[src/light_flag_regs.svh]
`ifndef LIGHT_FLAG_REGS_SVH
`define LIGHT_FLAG_REGS_SVH

// register offsets on the software port
`define OFS_RESULT 8'h00
`define OFS_CONFIG 8'h01
`define OFS_LOW_LIMIT 8'h02
`define OFS_HIGH_LIMIT 8'h03
`define OFS_IRQ_STATUS 8'h04
`define OFS_IRQ_MASK 8'h05

// exponent and mantissa layout of result and limit words
`define EXP_MSB 15
`define EXP_LSB 12
`define MANT_MSB 11
`define MANT_LSB 0

// sticky event bits of the status and mask registers
`define IRQ_DONE_BIT 0
`define IRQ_ABOVE_BIT 1
`define IRQ_BELOW_BIT 2

// reset values
`define RST_RANGE 4'h0
`define RST_CONV_TIME 1'h1
`define RST_LATCH 1'h1
`define RST_LOW_LIMIT 16'h0000
`define RST_HIGH_LIMIT 16'hFFFF
`define RST_IRQ_MASK 3'h0

// automatic ranging code; lower codes are manual ranges
`define RANGE_AUTO 4'hC

// consecutive-fault targets for each fault count code
`define FAULTS_CODE0 4'h1
`define FAULTS_CODE1 4'h2
`define FAULTS_CODE2 4'h4
`define FAULTS_CODE3 4'h8

`endif

[src/light_flag_pkg.sv]
`default_nettype none

package light_flag_pkg;

  // conversion mode codes
  typedef enum logic [1:0] {
    MODE_SHUTDOWN = 2'h0,
    MODE_SINGLE = 2'h1,
    MODE_CONT_A = 2'h2,
    MODE_CONT_B = 2'h3
  } conv_mode_t;

  // configuration word, bit 15 first
  typedef struct packed {
    logic [3:0] range_select;
    logic conv_time;
    conv_mode_t mode;
    logic overflow;
    logic conversion_done_flag;
    logic above_limit_flag;
    logic below_limit_flag;
    logic latch_sel;
    logic irq_polarity;
    logic exponent_mask_enable;
    logic [1:0] fault_count_select;
  } cfg_t;

  // one finished conversion from the converter
  typedef struct packed {
    logic done;
    logic overflow;
    logic [15:0] result;
  } conv_t;

endpackage : light_flag_pkg

`default_nettype wire

[src/light_threshold_flag_logic.sv]
// Local design decisions: the plain strobed port and the address map.
`timescale 1ns/10ps
`include "light_flag_regs.svh"
`default_nettype none

module light_threshold_flag_logic (
  // clock and reset
  input wire logic CLK_I,
  input wire logic RST_N_I,
  // register port
  input wire logic [7:0] ADDR_I,
  input wire logic [15:0] WDATA_I,
  input wire logic WE_I,
  input wire logic RE_I,
  output logic [15:0] RDATA_O,
  // converter side
  input wire light_flag_pkg::conv_t CONV_I,
  output logic [1:0] MODE_O,
  output logic [3:0] RANGE_O,
  output logic CONV_TIME_O,
  // open-drain interrupt pin
  output logic INT_O,
  output logic INT_OE_O,
  // software interrupt
  output logic IRQ_O
);

  // mantissa shifted by exponent gives a common lux scale
  function automatic logic [27:0] to_lux(input logic [15:0] word);
    logic [27:0] mant;
    mant = {16'h0000, word[`MANT_MSB:`MANT_LSB]};
    to_lux = mant << word[`EXP_MSB:`EXP_LSB];
  endfunction : to_lux

  // number of consecutive faults needed per code
  function automatic logic [3:0] fault_target(input logic [1:0] code);
    case (code)
      2'h0: fault_target = `FAULTS_CODE0;
      2'h1: fault_target = `FAULTS_CODE1;
      2'h2: fault_target = `FAULTS_CODE2;
      default: fault_target = `FAULTS_CODE3;
    endcase
  endfunction : fault_target

  // saturating count; restarts on a non-fault result
  function automatic logic [3:0] next_count(input logic hit, input logic [3:0] cnt);
    if (!hit) begin
      next_count = 4'h0;
    end else if (cnt >= `FAULTS_CODE3) begin
      next_count = `FAULTS_CODE3;
    end else begin
      next_count = cnt + 4'h1;
    end
  endfunction : next_count

  // configuration fields, one register each so every field has one writer
  logic [3:0] range_select_q;
  logic conv_time_q;
  light_flag_pkg::conv_mode_t mode_q;
  logic overflow_q;
  logic conversion_done_flag_q;
  logic above_limit_flag_q;
  logic below_limit_flag_q;
  logic latch_sel_q;
  logic irq_polarity_q;
  logic exponent_mask_enable_q;
  logic [1:0] fault_count_select_q;
  light_flag_pkg::cfg_t cfg_view;

  // result, limits, events and counters
  logic [15:0] result_q;
  logic [15:0] low_q;
  logic [15:0] high_q;
  logic [2:0] sts_q;
  logic [2:0] mask_q;
  logic [3:0] above_cnt_q;
  logic [3:0] below_cnt_q;
  logic [3:0] above_cnt_d;
  logic [3:0] below_cnt_d;
  logic [15:0] rdata_q;

  // decode and comparison nets
  logic wr_cfg;
  logic rd_cfg;
  logic wr_low;
  logic wr_high;
  logic wr_sts;
  logic wr_mask;
  logic done;
  logic above_hit;
  logic below_hit;
  logic above_met;
  logic below_met;
  logic above_set;
  logic below_set;
  logic int_active;
  logic [15:0] result_view;
  light_flag_pkg::cfg_t cfg_wr;
  light_flag_pkg::conv_mode_t wr_mode;

  // address decode
  assign wr_cfg = WE_I && (ADDR_I == `OFS_CONFIG);
  assign rd_cfg = RE_I && (ADDR_I == `OFS_CONFIG);
  assign wr_low = WE_I && (ADDR_I == `OFS_LOW_LIMIT);
  assign wr_high = WE_I && (ADDR_I == `OFS_HIGH_LIMIT);
  assign wr_sts = WE_I && (ADDR_I == `OFS_IRQ_STATUS);
  assign wr_mask = WE_I && (ADDR_I == `OFS_IRQ_MASK);
  assign cfg_wr = light_flag_pkg::cfg_t'(WDATA_I);
  assign wr_mode = cfg_wr.mode;
  assign done = CONV_I.done;

  // the raw result feeds the comparison, never the masked view
  assign above_hit = to_lux(CONV_I.result) > to_lux(high_q);
  assign below_hit = to_lux(CONV_I.result) < to_lux(low_q);

  // fault counters advance once per finished conversion
  always_comb begin
    above_cnt_d = above_cnt_q;
    below_cnt_d = below_cnt_q;
    if (done) begin
      above_cnt_d = next_count(above_hit, above_cnt_q);
      below_cnt_d = next_count(below_hit, below_cnt_q);
    end
  end

  // target reached on this conversion
  assign above_met = above_cnt_d >= fault_target(fault_count_select_q);
  assign below_met = below_cnt_d >= fault_target(fault_count_select_q);
  assign above_set = done && above_met;
  assign below_set = done && below_met;

  // fault counters
  // saturation at eight keeps a long fault run from wrapping to zero
  always_ff @(posedge CLK_I) begin
    if (!RST_N_I) begin
      above_cnt_q <= 4'h0;
      below_cnt_q <= 4'h0;
    end else begin
      above_cnt_q <= above_cnt_d;
      below_cnt_q <= below_cnt_d;
    end
  end

  // last conversion result and overflow
  // result is kept raw; masking happens on the read path only
  always_ff @(posedge CLK_I) begin
    if (!RST_N_I) begin
      result_q <= 16'h0000;
      overflow_q <= 1'b0;
    end else if (done) begin
      result_q <= CONV_I.result;
      overflow_q <= CONV_I.overflow;
    end
  end

  // software-written configuration fields
  // read-only bits of the written word are ignored
  always_ff @(posedge CLK_I) begin
    if (!RST_N_I) begin
      range_select_q <= `RST_RANGE;
      conv_time_q <= `RST_CONV_TIME;
      latch_sel_q <= `RST_LATCH;
      irq_polarity_q <= 1'b0;
      exponent_mask_enable_q <= 1'b0;
      fault_count_select_q <= 2'h0;
    end else if (wr_cfg) begin
      range_select_q <= cfg_wr.range_select;
      conv_time_q <= cfg_wr.conv_time;
      latch_sel_q <= cfg_wr.latch_sel;
      irq_polarity_q <= cfg_wr.irq_polarity;
      exponent_mask_enable_q <= cfg_wr.exponent_mask_enable;
      fault_count_select_q <= cfg_wr.fault_count_select;
    end
  end

  // mode; a new software command beats the single-shot return
  always_ff @(posedge CLK_I) begin
    if (!RST_N_I) begin
      mode_q <= light_flag_pkg::MODE_SHUTDOWN;
    end else if (wr_cfg) begin
      mode_q <= wr_mode;
    end else if (done && mode_q == light_flag_pkg::MODE_SINGLE) begin
      mode_q <= light_flag_pkg::MODE_SHUTDOWN;
    end
  end

  // done flag; a finishing conversion wins over a clear
  // a shutdown write keeps the flag for a later poll
  always_ff @(posedge CLK_I) begin
    if (!RST_N_I) begin
      conversion_done_flag_q <= 1'b0;
    end else if (done) begin
      conversion_done_flag_q <= 1'b1;
    end else if (rd_cfg) begin
      conversion_done_flag_q <= 1'b0;
    end else if (wr_cfg && wr_mode != light_flag_pkg::MODE_SHUTDOWN) begin
      conversion_done_flag_q <= 1'b0;
    end
  end

  // above flag: transparent tracks each result, latched holds
  always_ff @(posedge CLK_I) begin
    if (!RST_N_I) begin
      above_limit_flag_q <= 1'b0;
    end else if (!latch_sel_q) begin
      if (done) begin
        above_limit_flag_q <= above_met;
      end
    end else if (above_set) begin
      above_limit_flag_q <= 1'b1;
    end else if (rd_cfg) begin
      above_limit_flag_q <= 1'b0;
    end
  end

  // below flag: same scheme as the above flag
  always_ff @(posedge CLK_I) begin
    if (!RST_N_I) begin
      below_limit_flag_q <= 1'b0;
    end else if (!latch_sel_q) begin
      if (done) begin
        below_limit_flag_q <= below_met;
      end
    end else if (below_set) begin
      below_limit_flag_q <= 1'b1;
    end else if (rd_cfg) begin
      below_limit_flag_q <= 1'b0;
    end
  end

  // limit registers
  always_ff @(posedge CLK_I) begin
    if (!RST_N_I) begin
      low_q <= `RST_LOW_LIMIT;
      high_q <= `RST_HIGH_LIMIT;
    end else begin
      if (wr_low) begin
        low_q <= WDATA_I;
      end
      if (wr_high) begin
        high_q <= WDATA_I;
      end
    end
  end

  // sticky events, write one to clear; setting wins
  always_ff @(posedge CLK_I) begin
    if (!RST_N_I) begin
      sts_q <= 3'h0;
    end else begin
      sts_q[`IRQ_DONE_BIT] <= done |
        (sts_q[`IRQ_DONE_BIT] & ~(wr_sts & WDATA_I[`IRQ_DONE_BIT]));
      sts_q[`IRQ_ABOVE_BIT] <= above_set |
        (sts_q[`IRQ_ABOVE_BIT] & ~(wr_sts & WDATA_I[`IRQ_ABOVE_BIT]));
      sts_q[`IRQ_BELOW_BIT] <= below_set |
        (sts_q[`IRQ_BELOW_BIT] & ~(wr_sts & WDATA_I[`IRQ_BELOW_BIT]));
    end
  end

  // interrupt mask
  always_ff @(posedge CLK_I) begin
    if (!RST_N_I) begin
      mask_q <= `RST_IRQ_MASK;
    end else if (wr_mask) begin
      mask_q <= WDATA_I[2:0];
    end
  end

  // exponent hidden only in manual ranges, only on read
  always_comb begin
    result_view = result_q;
    if (exponent_mask_enable_q && range_select_q < `RANGE_AUTO) begin
      result_view[`EXP_MSB:`EXP_LSB] = 4'h0;
    end
  end

  // read data stands only in the cycle after the strobe
  always_ff @(posedge CLK_I) begin
    if (!RST_N_I) begin
      rdata_q <= 16'h0000;
    end else if (RE_I) begin
      case (ADDR_I)
        `OFS_RESULT: rdata_q <= result_view;
        `OFS_CONFIG: rdata_q <= cfg_view;
        `OFS_LOW_LIMIT: rdata_q <= low_q;
        `OFS_HIGH_LIMIT: rdata_q <= high_q;
        `OFS_IRQ_STATUS: rdata_q <= {13'h0000, sts_q};
        `OFS_IRQ_MASK: rdata_q <= {13'h0000, mask_q};
        default: rdata_q <= 16'h0000;
      endcase
    end else begin
      rdata_q <= 16'h0000;
    end
  end

  // configuration word as software reads it, bit 15 first
  always_comb begin
    cfg_view.range_select = range_select_q;
    cfg_view.conv_time = conv_time_q;
    cfg_view.mode = mode_q;
    cfg_view.overflow = overflow_q;
    cfg_view.conversion_done_flag = conversion_done_flag_q;
    cfg_view.above_limit_flag = above_limit_flag_q;
    cfg_view.below_limit_flag = below_limit_flag_q;
    cfg_view.latch_sel = latch_sel_q;
    cfg_view.irq_polarity = irq_polarity_q;
    cfg_view.exponent_mask_enable = exponent_mask_enable_q;
    cfg_view.fault_count_select = fault_count_select_q;
  end

  // pin is open drain: it only ever pulls low
  // polarity one: released while active, so the pull-up reads high
  assign int_active = above_limit_flag_q | below_limit_flag_q;
  assign INT_O = 1'b0;
  assign INT_OE_O = irq_polarity_q ? ~int_active : int_active;

  // outputs
  assign RDATA_O = rdata_q;
  assign MODE_O = mode_q;
  assign RANGE_O = range_select_q;
  assign CONV_TIME_O = conv_time_q;
  assign IRQ_O = |(sts_q & mask_q);

endmodule : light_threshold_flag_logic

`default_nettype wire

[config.mk]
export PLATFORM = sky130hd
export DESIGN_NAME = light_threshold_flag_logic
export DESIGN_NICKNAME = d
export VERILOG_FILES = /design/src/light_flag_pkg.sv /design/src/light_threshold_flag_logic.sv
export VERILOG_INCLUDE_DIRS = /design/src
export SDC_FILE = /design/constraint.sdc
export NUM_CORES = 1
export LEC_CHECK = 0
export BUFFER_PORTS_ARGS = -buffer_cell sky130_fd_sc_hd__buf_2
export CORE_MARGIN = 5
export CORE_UTILIZATION = 50
export CTS_CLUSTER_DIAMETER = 150
export DETAILED_ROUTE_END_ITERATION = 7
export PLACE_DENSITY = 0.68
export SETUP_SLACK_MARGIN = 0.1
export SYNTH_ARGS = -nofsm -noshare
export SYNTH_HDL_FRONTEND = slang
export SYNTH_SLANG_ARGS = --single-unit
export TNS_END_PERCENT = 1
[constraint.sdc]
create_clock -name CLK_I -period 4.7 [get_ports CLK_I]
set_input_delay 0.235 -clock CLK_I [delete_from_list [all_inputs] [get_ports CLK_I]]
set_output_delay 0.235 -clock CLK_I [all_outputs]
set_load 0.02 [all_outputs]
# Word level (Yosys, flattened, before mapping)

Cells that the tools add are included.

Equality and inequality tests: 10
Bitwise logic cells: 15
Add/subtract/negate cells: 2
Order comparisons: 7
Reductions and logical operators: 21
Mux-type cells: 22
Shifts and indexed selects: 3

Operator list:

| kind                  | count |
|---|---|
| $pmux W16 S6          | 1 |
| $shl A12 B4 Y28       | 3 |
| $gt A28 B28 Y1        | 1 |
| $lt A28 B28 Y1        | 1 |
| $mux W4               | 7 |
| $eq A8 B2 Y1 const B  | 2 |
| $eq A8 B3 Y1 const B  | 2 |
| $pmux W4 S3           | 1 |
| $logic_and A1 B1 Y1   | 11 |
| $mux W1               | 11 |
| $add A4 B1 Y4 const B | 2 |
| $eq A8 B1 Y1 const B  | 1 |
| $ge A4 B4 Y1          | 2 |
| $ge A4 B4 Y1 const B  | 2 |
| $logic_not A8 Y1      | 1 |
| $and A1 B1 Y1         | 6 |
| $ne A3 B1 Y1 const B  | 2 |
| $reduce_and A2 Y1     | 3 |
| $reduce_bool A2 Y1    | 3 |
| $eq A2 B1 Y1 const B  | 2 |
| $lt A4 B4 Y1 const B  | 1 |
| $mux W2               | 2 |
| $not A1 Y1            | 4 |
| $or A1 B1 Y1          | 4 |
| 5 further kinds       | 5 |

Input bits: 46
Logic and storage cells: 99
Output and inout port bits: 26
Bits in registers: 94

# Logic depth before layout (Yosys ltp)

Depth in word-level cells: 8
Gate-level depth with buffers: 23
Depth with buffers taken out: 21

# Worst setup path after synthesis

Ideal clock, no wire load.

Kind: flip-flop to flip-flop
Start: register low_q[12]
End: register below_limit_flag_q
Cell stages (with the launch flop): 22
Required time: 4572 ps
Arrival time: 4515 ps
Clock period less this slack: 4643 ps
Path buffers: 2
Path slack: 57 ps
Library setup time: 128 ps
Cell sequence: dfxtp_1 > buf_1 > clkbuf_1 > nor2_1 > a21oi_1 > mux2i_1 > nand2b_1 > ha_1 > nand2_1 > or3_1 > a2111o_1 > or3b_2 > o2111ai_1 > mux2_2 > ha_1 > nand2b_1 > a21o_1 > a21o_1 > a21oi_1 > nor2b_1 > a21oi_1 > nor2_1

Word-level cells in the longest chain between the ends: 8
Elaborated cells on any way between the ends: 11
Those cells by class: 2 x order compare; 1 x eq/ne; 1 x shift; 5 x mux; 2 x reduce/logical

Ends and longest elaborated chain:

| item                                                          | line                              | text |
|---|---|---|
| from (decl)                                                   | light_threshold_flag_logic.sv:72  | `logic [15:0] low_q;` |
| from (signal assigned)                                        | light_threshold_flag_logic.sv:234 | `` low_q <= `RST_LOW_LIMIT; `` |
| $shl A12 B4 Y28 *                                             | light_threshold_flag_logic.sv:32  | `` to_lux = mant << word[`EXP_MSB:`EXP_LSB]; `` |
| $lt A28 B28 Y1 *                                              | light_threshold_flag_logic.sv:114 | `assign below_hit = to_lux(CONV_I.result) < to_lux(low_q);` |
| $mux W4 *                                                     | light_threshold_flag_logic.sv:47  | `if (!hit) begin` |
| $mux W4 *                                                     | light_threshold_flag_logic.sv:120 | `if (done) begin` |
| $ge A4 B4 Y1 *                                                | light_threshold_flag_logic.sv:128 | `assign below_met = below_cnt_d >= fault_target(fault_count_select_q);` |
| $logic_and A1 B1 Y1                                           | light_threshold_flag_logic.sv:130 | `assign below_set = done && below_met;` |
| $ne A3 B1 Y1 (no source line) or $mux W1 (tied branches)      | --                                |  |
| $reduce_and A2 Y1 (no source line) or $mux W1 (tied branches) | --                                |  |
| to (signal assigned)                                          | light_threshold_flag_logic.sv:222 | `below_limit_flag_q <= below_met;` |
| to (decl)                                                     | light_threshold_flag_logic.sv:63  | `logic below_limit_flag_q;` |

Every way passes the cells marked *; elsewhere a longest branch is shown, timed or not. The select of a mux whose other input is x is not followed.
A chain may end at the register's enable or synchronous reset.

# Final worst setup path

Start: register high_q[12]
End: register sts_q[1]

Word-level cells in the longest chain between the ends: 7

Ends and longest elaborated chain:

| item                            | line                              | text |
|---|---|---|
| from (decl)                     | light_threshold_flag_logic.sv:73  | `logic [15:0] high_q;` |
| from (signal assigned)          | light_threshold_flag_logic.sv:235 | `` high_q <= `RST_HIGH_LIMIT; `` |
| $shl A12 B4 Y28                 | light_threshold_flag_logic.sv:32  |  |
| $gt A28 B28 Y1                  | light_threshold_flag_logic.sv:113 | `assign above_hit = to_lux(CONV_I.result) > to_lux(high_q);` |
| $mux W4                         | light_threshold_flag_logic.sv:47  |  |
| $mux W4                         | light_threshold_flag_logic.sv:120 |  |
| $ge A4 B4 Y1                    | light_threshold_flag_logic.sv:127 | `assign above_met = above_cnt_d >= fault_target(fault_count_select_q);` |
| $logic_and A1 B1 Y1             | light_threshold_flag_logic.sv:129 | `assign above_set = done && above_met;` |
| $or A1 B1 Y1                    | light_threshold_flag_logic.sv:253 | `` sts_q[`IRQ_ABOVE_BIT] <= above_set \| `` |
| to (signal, indexed assignment) | light_threshold_flag_logic.sv:251 | `` sts_q[`IRQ_DONE_BIT] <= done \| `` |
| to (signal, indexed assignment) | light_threshold_flag_logic.sv:253 |  |
| to (signal, indexed assignment) | light_threshold_flag_logic.sv:255 | `` sts_q[`IRQ_BELOW_BIT] <= below_set \| `` |
| to (decl)                       | light_threshold_flag_logic.sv:74  | `logic [2:0] sts_q;` |

No other way between the ends.

==> flow_summary.ini <==
[worst_setup_path]
crit_path_max_fanout = 5
required_ps = 4910
crit_buf_inv = 0
startpoint = high_q[12]$_SDFFE_PN1P_
slowest_delay_ps = 510
critPathLaunchType = flip-flop
crit_chain = mux4_2, nor2b_1, or3_1, o21ai_1, ha_1, a21oi_2, o211ai_1, o221a_2, or4_4, a211o_4, a31oi_4, ha_1, nand2b_1, a21o_1, a21o_1, a21oi_1, nor2b_1, a21oi_1, nor2_1
path_class = flip-flop to flip-flop
slowest_stage = mux4_2
path_delay_family = compound AO/OA/AOI/OAI gates
r2r_start = high_q[12]$_SDFFE_PN1P_
critPathArrivalTime_ps = 4620
crit_path_end_kind = flip-flop

[timing]
worst_slew_pin_slew_ps = 1110
slew_viol_final = 0
final.setup.tns_ps = 0
setup_viol = 0
slew-limit-headroom_pct = 25.7
hold_slack_ps = 125
hold_viol = 0
fmax_mhz = 227
finalCritPeriodShare_pct = 93.8
fin_crit_ps = 4410
fin_skew_ps = 10.7
timing.final.ws_setup_ps = 291
rsz0062_at_grt = true

[cts]
cts_hold_buffers = 0
cts_max_path_buffers = 2
numCtsBuffers = 9
cts_sinks = 94
cts_root_buf = clkbuf_16
cts_max_level = 3
path_clk_slew_ps = 70
cts_tree = built
clock_latency_ps = 340

[pwr]
irDropWorstVdd_uv = 269
switchingPower_uw = 542
power_density_nw_per_um2 = 225
p_int_uw = 1360
pwr-share-comb_pct = 19.0
p_clk_share_pct = 37.6
totalPowerFinal_uw = 1900
sequentialPowerShare_pct = 43.5
power.leakage_uw = 0.00364
swShare_pct = 28.5

[drt]
vias = 6929
first_pass_iters = 5
antenna_left = 0
vias_per_cell = 5.91
drt_wl_total_um = 22300
drc = 0
drt_iter0_drc = 529
routedWlPerCell_um = 19.1

[global_routing]
grt_usage_pct = 26.1
grt_max_degree = 51
grt_pass1_vias = 6428
antenna_found_initial = 0
grt_overflow = 0
grt_pass1_wl_um = 34500

[hold_path]
hold_path.startpoint = WDATA_I[6]
hold_path.class = input port to flip-flop

[logic_synthesis]
async_reset_ff_share_pct = 0
synth_cell_types = 59
ys.warnings.count = 0
seq_area_frac_synth_pct = 26.1
syn-cell-area_um2 = 7210
syn_inst = 914
ys.flop_type = dfxtp_1
ys_ff_latch = 94
syn_nets = 1021
synth_edf_count = 0
avgSynthCellArea_um2 = 7.89

[die]
rows = 43
die_area_um2 = 16900
floorplan.initialDensity_pct = 51.5
die_w_um = 130
io_pins = 72
die_h_um = 130
core_area_um2 = 14000

[job]
cap_violations = 0

[finish]
drive_above_1_share_pct = 21.3
final_cell_count_no_fill = 1172
syn2layout_area_growth_pct = 17.0
antenna_cells = 0
fillers = 1269
num-nets-final = 1094

[placed_design]
place_hpwl_um = 17400
dp_cells = 1152
numPortBuffers = 70
dpl_worst_slack_ps = -40.3
gp_congestion = 0.956

[run_status]
status = finished clean
-- final timing paths --
kind                                               end  slack (ps)  depth (start not counted)
worst max register to register     sts_q[1]$_SDFF_PN0_         290                         19
worst min register to register  RDATA_O[13]$_SDFF_PN0_         470                          2
worst min-delay path            high_q[6]$_SDFFE_PN1P_         120                          3
worst max-delay path               sts_q[1]$_SDFF_PN0_         290                         19
-- cell families (layout without fill, tap and decap cells) --
family          after synthesis  in the layout  synth area share, %
fa+ha+maj                    63             63                 10.9
simple gates                358            358                 22.6
other cells                   1              1               0.0520
buf+inv                      72            150                 3.98
compound gates              206            206                 17.8
xor+xnor                      2              2                0.243
flops                        94             94                 26.1
mux                         118            118                 18.4
-- power by group through the flow --
stage / Combinational, µW / Clock, µW / Sequential, µW
2_1_floorplan: 226 / 0 / 837
3_3_place_gp: 338 / 0 / 846
5_1_grt: 396 / 759 / 825
4_1_cts: 342 / 724 / 827
6_report: 360 / 714 / 826
3_5_place_dp: 339 / 0 / 846
-- sequential cells by signal (all words and copies together), names as in the netlist, 2 cells and up --
| signal | flops |
|---|---|
| high_q | 16 |
| mask_q | 3 |
| MODE_O | 2 |
| result_q | 16 |
| below_cnt_q | 4 |
| RANGE_O | 4 |
| fault_count_select_q | 2 |
| above_cnt_q | 4 |
| sts_q | 3 |
| RDATA_O | 16 |
| low_q | 16 |
-- area by class of cell --
cell class	instances	area [µm²]	area share (%)
clock buffer	11	253	3.00
inverter	16	60.1	0.712
tap	180	225	2.67
timing repair buffer	118	744	8.83
sequential	94	1910	22.6
multi-input combinational	748	5200	61.7
clock inverter	5	41.3	0.490
-- Yosys cell counts, types with 3 or more instances --
master,count,area share [%]
or2_2,6,0.52
nand4_1,7,0.61
o22ai_1,4,0.35
and3_1,4,0.35
o211ai_1,11,1.1
and2_1,12,1.0
or3_1,4,0.35
nor3b_1,3,0.31
nor3_1,7,0.49
a21oi_1,77,5.3
nor2b_1,21,1.8
a31oi_1,6,0.52
dfxtp_1,94,26
inv_1,14,0.73
o21a_1,4,0.42
buf_2,4,0.28
mux2i_1,86,12
mux4_2,9,2.8
a22oi_1,22,2.3
nand3_1,31,2.2
buf_1,8,0.42
mux2_2,23,3.6
nor2_1,85,4.4
o21ai_0,38,2.6
clkbuf_1,42,2.2
nand2b_1,16,1.4
a211oi_1,7,0.73
or3b_2,3,0.36
ha_1,61,11
a21o_1,12,1.3
nand2_1,151,7.9
-- layer usage --
layer	wire [µm]	vias to the layer above	global-route usage [%]
li1	-	3431	-
met1	10000	3202	36.6
met2	10200	252	41.5
met3	1400	44	3.77
met4	721	0	8.50
met5	0	-	0
-- timing repair --
action                                  CTS  global route
endpoints found under the hold margin     0             0
pin swaps                                 0            12
gates cloned                              0             1
endpoints found under the setup margin    4             4
resized for setup                         2            51
buffers inserted                          0             3
-- placed cells by master (no fill, tap or decap), types with 3 or more instances in the layout --
master     instances
a211oi_1           7
a21o_1            12
a21oi_1           75
a22oi_1           20
a31oi_1            5
and2_1            12
and3_1             4
buf_2             70
buf_4             44
clkbuf_16         10
dfxtp_1           80
dfxtp_2           10
dfxtp_4            4
ha_1              60
inv_1             14
mux2_2            21
mux2i_1           79
mux2i_2            5
mux4_2             9
nand2_1          151
nand2b_1          16
nand3_1           31
nand4_1            7
nor2_1            85
nor2b_1           21
nor3_1             7
nor3b_1            3
o211ai_1          11
o21a_1             4
o21ai_0           35
o22ai_1            3
or2_2              6
or3_1              4
-- through the flow --
step	utilization, %	cell area (µm²)
2_1_floorplan	-	7210
3_3_place_gp	56.5	7900
3_5_place_dp	56.5	7900
4_1_cts	58.6	8200
5_1_grt	60.3	8430
6_report	60.3	8430
-- worst min-delay path, cell delays in order --
cell	delay, ps
buf_2	90
nand2_1	50
nand3_1	70
No activity file was read; power rests on OpenSTA's default activity.
